`src/logic/sram_host_defines.vh`:
```
`ifndef SRAM_HOST_DEFINES_VH
`define SRAM_HOST_DEFINES_VH

// Clock period in ps (50 MHz)
`define CLK_PERIOD_PS          20000
// Device timing figures, ns (slowest grade)
`define T_READ_CYCLE_NS        120
`define T_WRITE_PULSE_NS       70
`define T_DATA_SETUP_NS        40
`define T_ADDR_SETUP_END_NS    85
`define T_WRITE_TO_FLOAT_NS    40
`define T_DISABLE_FLOAT_NS     40
// Least times round up to whole cycles
`define CYC_UP(ns)             ((((ns) * 1000) + `CLK_PERIOD_PS - 1) / `CLK_PERIOD_PS)
`define READ_CYC               `CYC_UP(`T_READ_CYCLE_NS)
`define WRITE_CYC              `CYC_UP(`T_ADDR_SETUP_END_NS)
`define FLOAT_CYC              `CYC_UP(`T_DISABLE_FLOAT_NS)

`define ADDR_W                 13
`define DATA_W                 8

`endif

```
`src/logic/sram_host.v`:
```
`timescale 1ns/1ps
`include "sram_host_defines.vh"

// Functional notes
// - Write opens at last active control edge
// - Host meets address setup before write
// - Host changes address only after write ends
// - Strobe-ended write samples at strobe rise
// - Select-ended write samples at select edge (host writes always end on strobe rise; sram_model samples only at strobe rise)
// - Host keeps output gate high unless reading
module sram_host #(
    parameter READ_CYCLES  = `READ_CYC,
    parameter WRITE_CYCLES = `WRITE_CYC,
    parameter FLOAT_CYCLES = `FLOAT_CYC
) (
    input  wire               core_clk,
    input  wire               rst_b,
    input  wire               req_valid,
    output wire               req_ready,
    input  wire               req_write,
    input  wire [`ADDR_W-1:0] req_addr,
    input  wire [`DATA_W-1:0] req_wdata,
    output reg                rsp_valid,
    output reg  [`DATA_W-1:0] rsp_rdata,
    output reg  [`ADDR_W-1:0] word_select_lines,
    output reg                select_active_low_b,
    output reg                select_active_high,
    output reg                write_strobe_b,
    output reg                output_gate_b,
    input  wire [`DATA_W-1:0] shared_data_in,
    output reg  [`DATA_W-1:0] shared_data_out,
    output reg                shared_data_oe
);

// ---------------------------------------------------------------
// States
// ---------------------------------------------------------------
localparam [2:0] S_IDLE   = 3'h0;
localparam [2:0] S_RD     = 3'h1;
localparam [2:0] S_WR_SET = 3'h2;
localparam [2:0] S_WR     = 3'h3;
localparam [2:0] S_WR_END = 3'h4;
localparam [2:0] S_FLOAT  = 3'h5;

reg [2:0]         state_q;
reg [7:0]         cnt_q;
reg [`DATA_W-1:0] din_s1_q;
reg [`DATA_W-1:0] din_s2_q;

// ---------------------------------------------------------------
// Counter helpers
// ---------------------------------------------------------------
// Terminal count of one phase, cut to the counter width
function [7:0] end_count;
    input [31:0] cycles;
    input [7:0]  extra;
    begin
        end_count = cycles[7:0] + extra;
    end
endfunction

// Step that saturates, so a stuck phase never wraps to zero
function [7:0] step_count;
    input [7:0] count;
    begin
        if (count == 8'hFF) begin
            step_count = count;
        end else begin
            step_count = count + 8'h01;
        end
    end
endfunction

// ---------------------------------------------------------------
// Phase ends
// ---------------------------------------------------------------
// Read also waits out the two synchroniser stages
localparam [7:0] READ_END  = end_count(READ_CYCLES, 8'h02);
localparam [7:0] WRITE_END = end_count(WRITE_CYCLES, 8'h00);
localparam [7:0] FLOAT_END = end_count(FLOAT_CYCLES, 8'h00);

wire rd_end;
wire wr_end;
wire float_end;

assign rd_end    = (cnt_q == READ_END);
assign wr_end    = (cnt_q == WRITE_END);
assign float_end = (cnt_q == FLOAT_END);

assign req_ready = (state_q == S_IDLE);

// ---------------------------------------------------------------
// Data input synchroniser
// ---------------------------------------------------------------
always @(posedge core_clk or negedge rst_b) begin
    if (!rst_b) begin
        din_s1_q <= 8'h00;
        din_s2_q <= 8'h00;
    end else begin
        din_s1_q <= shared_data_in;
        din_s2_q <= din_s1_q;
    end
end

// ---------------------------------------------------------------
// Cycle sequencer
// ---------------------------------------------------------------
always @(posedge core_clk or negedge rst_b) begin
    if (!rst_b) begin
        state_q             <= S_IDLE;
        cnt_q               <= 8'h00;
        rsp_valid           <= 1'b0;
        rsp_rdata           <= 8'h00;
        word_select_lines   <= 13'h0000;
        select_active_low_b <= 1'b1;   // Deselected at rest
        select_active_high  <= 1'b0;
        write_strobe_b      <= 1'b1;
        output_gate_b       <= 1'b1;
        shared_data_out     <= 8'h00;
        shared_data_oe      <= 1'b0;
    end else begin
        rsp_valid <= 1'b0;
        case (state_q)
            S_IDLE: begin
                if (req_valid) begin
                    // Address and data settle one cycle before the write strobe; a read opens with the address
                    word_select_lines <= req_addr;
                    cnt_q             <= 8'h00;
                    if (req_write) begin
                        shared_data_out <= req_wdata;
                        shared_data_oe  <= 1'b1;
                        state_q         <= S_WR_SET;
                    end else begin
                        // Low select and gate low, high select high, open the read
                        select_active_low_b <= 1'b0;
                        select_active_high  <= 1'b1;
                        output_gate_b       <= 1'b0;
                        state_q             <= S_RD;
                    end
                end
            end
            S_RD: begin
                // Wait the full access plus two sync stages
                if (rd_end) begin
                    rsp_rdata           <= din_s2_q;
                    rsp_valid           <= 1'b1;
                    output_gate_b       <= 1'b1;
                    select_active_low_b <= 1'b1;
                    select_active_high  <= 1'b0;
                    cnt_q               <= 8'h00;
                    state_q             <= S_FLOAT;
                end else begin
                    cnt_q <= step_count(cnt_q);
                end
            end
            S_WR_SET: begin
                // Strobe low before selects, gate high: memory stays floating
                write_strobe_b <= 1'b0;
                state_q        <= S_WR;
            end
            S_WR: begin
                // Selects open the write last
                select_active_low_b <= 1'b0;
                select_active_high  <= 1'b1;
                if (wr_end) begin
                    // Strobe rise ends the write; data held past it
                    write_strobe_b <= 1'b1;
                    cnt_q          <= 8'h00;
                    state_q        <= S_WR_END;
                end else begin
                    cnt_q <= step_count(cnt_q);
                end
            end
            S_WR_END: begin
                // Deselect and release data in the same cycle, before address moves
                select_active_low_b <= 1'b1;
                select_active_high  <= 1'b0;
                shared_data_oe      <= 1'b0;
                rsp_valid           <= 1'b1;
                state_q             <= S_IDLE;
            end
            S_FLOAT: begin
                // Let memory drivers float before next cycle
                // Pins already idle; keep them so
                select_active_low_b <= 1'b1;
                select_active_high  <= 1'b0;
                output_gate_b       <= 1'b1;
                if (float_end) begin
                    state_q <= S_IDLE;
                end else begin
                    cnt_q <= step_count(cnt_q);
                end
            end
            default: begin
                // Unknown state: park the pins and go idle
                select_active_low_b <= 1'b1;
                select_active_high  <= 1'b0;
                write_strobe_b      <= 1'b1;
                output_gate_b       <= 1'b1;
                shared_data_oe      <= 1'b0;
                state_q             <= S_IDLE;
            end
        endcase
    end
end

endmodule // sram_host

```
`config.mk`:
```
export PLATFORM = sky130hd
export DESIGN_NAME = sram_host
export DESIGN_NICKNAME = d
export VERILOG_FILES = /design/src/logic/sram_host.v
export VERILOG_INCLUDE_DIRS = /design/src /design/src/logic
export SDC_FILE = /design/constraint.sdc
export NUM_CORES = 1
export LEC_CHECK = 0
export BUFFER_PORTS_ARGS = -buffer_cell sky130_fd_sc_hd__buf_2
export CAP_MARGIN = 25
export CORE_AREA = 2 2 89 91
export DETAILED_ROUTE_END_ITERATION = 16
export DIE_AREA = 0 0 91 93
export RECOVER_POWER = 50
export SYNTH_ARGS = -nofsm -noshare
export SYNTH_HDL_FRONTEND = slang
export SYNTH_SLANG_ARGS = --single-unit
export TNS_END_PERCENT = 5
```
`constraint.sdc`:
```
create_clock -name core_clk -period 2.25 [get_ports core_clk]
set_input_delay 0.225 -clock core_clk [delete_from_list [all_inputs] [get_ports core_clk]]
set_output_delay 0.225 -clock core_clk [all_outputs]
set_load 0.01 [all_outputs]
```
==> impl_metrics.ini <==
[outcome]
status = complete, no violations

[detailed_routing]
num_vias = 1917
vias_per_cell = 4.82
drt-pass1-iter-count = 4
ant_nets = 0
drtIter0Drc = 67
route.detailed.drc = 0
wl_per_cell_um = 13.1
drt-total-wl_um = 5210

[setup_path]
critical-path-slowest-cell = or4_1
reg2reg_from = cnt_q[5]
rr_endpoint = rsp_rdata[5]
r2r_cells = 4
worstPathCellList = or4_1 -> or2_4 -> nor3_4 -> mux2_2
worst_setup_path_end_kind = flop
rrSetupSlack_ns = 0.1
worstPathArrival_ns = 2.38
worst_setup_path_start_kind = flop
critical_path_class = reg -> reg
crit_fanout = 8
slowest_delay_ns = 0.58
critPathRequiredTime_ns = 2.47

[clock_tree]
clkLatencyLatePin_ns = 0.34
cts_tree = yes
clock-root-buffer = clkbuf_8
max-clock-path-buffers = 2
post_cts_buffers = 0
clock-sinks = 62
cts.reportedPaths.clkPinSlew_ns = 0.07
numCtsBuffers = 9
htree_levels = 3

[logic_synthesis]
ys_warn_count = 0
synth-async-reset-ratio = 1.00
ys_seq_area_frac = 0.612
synth.net_count = 238
synth_edf_count = 0
netlist-cell-type-count = 42
synth_flop_cell = dfrtp_1
netlist_instances = 201
synth-seq-cells = 62
avgSynthCellArea_um2 = 12.6
netlist_area_mm2 = 0.00254

[sta]
fin_crit_sh = 0.957
hold_viol = 0
slew_headroom = 0.0421
max_freq_mhz = 464
clock_skew_ns = 0.00807
setup-tns-final_ns = 0
period_needed_ns = 2.15
setup_viol = 0
drv_slew = 0
tightest_slew_ns = 1.44

[floorplan]
num_rows = 32
dieArea_mm2 = 0.00846
io_pins = 69
die_h_um = 93
die_w_um = 91
initial_utilization = 0.338
core-area_mm2 = 0.00753

[placement]
dp_hpwl_um = 3590
placed_area_mm2 = 0.00308
gp_congestion = 0.850
port-buffer-count = 68

[power]
p_leak_nw = 1.49
pwr_density_cell_mw_per_mm2 = 1200
peakVddDrop_mv = 0.530

[final_layout]
fin_util = 0.441
num-nets-final = 328
syn2layout_area_growth_pct = 30.7
final_area_mm2 = 0.00332
n_antenna_cell = 0
drive_above_1_share = 0.351

[hold_path]
hp-class = in -> reg
hold_path_depth = 2
min_to = shared_data_out[6]
hold_start = req_wdata[6]

[global_route]
grt.overflow.total = 0
antenna_found_initial = 0
grt_first_pass_wirelength_um = 8670
grt_max_degree = 39
track_usage = 0.132
first_global_vias = 1866

[job]
max_cap_viol_count = 0
==> where the power goes <==
part           internal [mW]  switching (mW)
registers               1.44           0.216
clock network          0.402           0.457
logic                  0.667           0.790
total                   2.51            1.46
==> layout make-up <==
class / count / area, um^2
fill: 754 / 4210
timing repair buffer: 89 / 492
multi-input combinational: 122 / 946
inverter: 7 / 26.3
sequential: 62 / 1560
tap: 102 / 128
clock buffer: 9 / 124
clock inverter: 7 / 50.0
==> timing repair <==
action,in CTS,in global routing
setup endpoints to repair,0,7
hold endpoints to repair,32,0
gates resized for setup,0,3
hold buffers,9,0
==> cells in the mapped netlist, types with 2 or more instances <==
library cell   n  share of area
mux2_2        29           0.13
clkbuf_1       7          0.010
a22o_1         2         0.0069
ha_1           4          0.020
a21oi_1       15          0.030
o31ai_1        3         0.0089
nand3_1        4         0.0079
nor2_1        10          0.015
nor3_1         3         0.0059
a31oi_1        6          0.015
and3_1         2         0.0049
nand4_1        2         0.0049
a41oi_1        2         0.0069
nand2_1       12          0.018
dfrtp_1       59           0.58
o22ai_1        3         0.0074
mux2i_1        2         0.0079
o21ai_0        5         0.0098
dfstp_2        3          0.031
inv_1          6         0.0089
==> flip-flops by register name (all words and copies together) (netlist names), 3 cells and up <==
| signal | count |
|---|---|
| cnt_q | 8 |
| state_q | 3 |
| din_s1_q | 8 |
| din_s2_q | 8 |
| word_select_lines | 13 |
| shared_data_out | 8 |
| rsp_rdata | 8 |
==> stage by stage <==
| stage | power (mW) | hold slack [ns] | setup slack [ns] | instances |
|---|---|---|---|---|
| after floorplan | 2.58 | -0.0706 | 0.152 | 201 |
| after global placement | 3.13 | 0.284 | 0.109 | 373 |
| after detailed placement | 3.15 | 0.278 | 0.0826 | 373 |
| after CTS | 4.04 | 0.0977 | 0.0458 | 398 |
| after global routing | 4.25 | 0.0995 | -0.00326 | 398 |
| final | 3.97 | 0.118 | 0.0961 | 398 |
==> layout by cell type, fill, tap and decap left out, types with 4 or more instances in the layout <==
master / Yosys / final
a21oi_1: 15 / 15
a31oi_1: 6 / 5
buf_2: 1 / 35
buf_4: 0 / 11
clkbuf_1: 7 / 33
clkbuf_8: 0 / 9
dfrtp_1: 59 / 59
dlygate4sd3_1: 0 / 9
ha_1: 4 / 4
inv_1: 6 / 6
mux2_2: 29 / 29
nand2_1: 12 / 12
nand3_1: 4 / 4
nor2_1: 10 / 10
o21ai_0: 5 / 5
==> worst max-delay path: cells and delay by family, from the launching register on <==
kind             cells  cell delay [ns]
multiplexers         1             0.39
AND/OR/NAND/NOR      3             1.23
flip-flops           1             0.42
==> routing by layer <==
metal	up-vias	GRT usage	share of wire
li1	914	-	-
met1	944	0.178	0.47
met2	54	0.199	0.47
met3	5	0.0346	0.049
met4	0	0.0606	0.011
met5	-	0	0
==> cells by family (layout without fill, tap and decap cells) <==
kind of cell,Yosys count,after routing,share of synthesized area
AO/OA/AOI/OAI,45,45,0.116
multiplexers,31,31,0.136
AND/OR/NAND/NOR,42,42,0.0901
flip-flops,62,62,0.612
adder cells (fa/ha/maj),4,4,0.0197
buffers and inverters,17,112,0.0261
==> worst max-delay path by stage <==
stage               cells past startpoint      endpoint  slack, ns      from
finish                                  4  rsp_rdata[5]        0.1  cnt_q[5]
global route                            5      cnt_q[3]     -0.003  cnt_q[5]
CTS                                     5      cnt_q[3]       0.05  cnt_q[5]
detailed placement                      5      cnt_q[3]       0.08  cnt_q[5]
global placement                        5      cnt_q[3]       0.11  cnt_q[5]
floorplan                               5  rsp_rdata[0]       0.15  cnt_q[4]
Note: power is estimated with default switching activity, not from simulation.
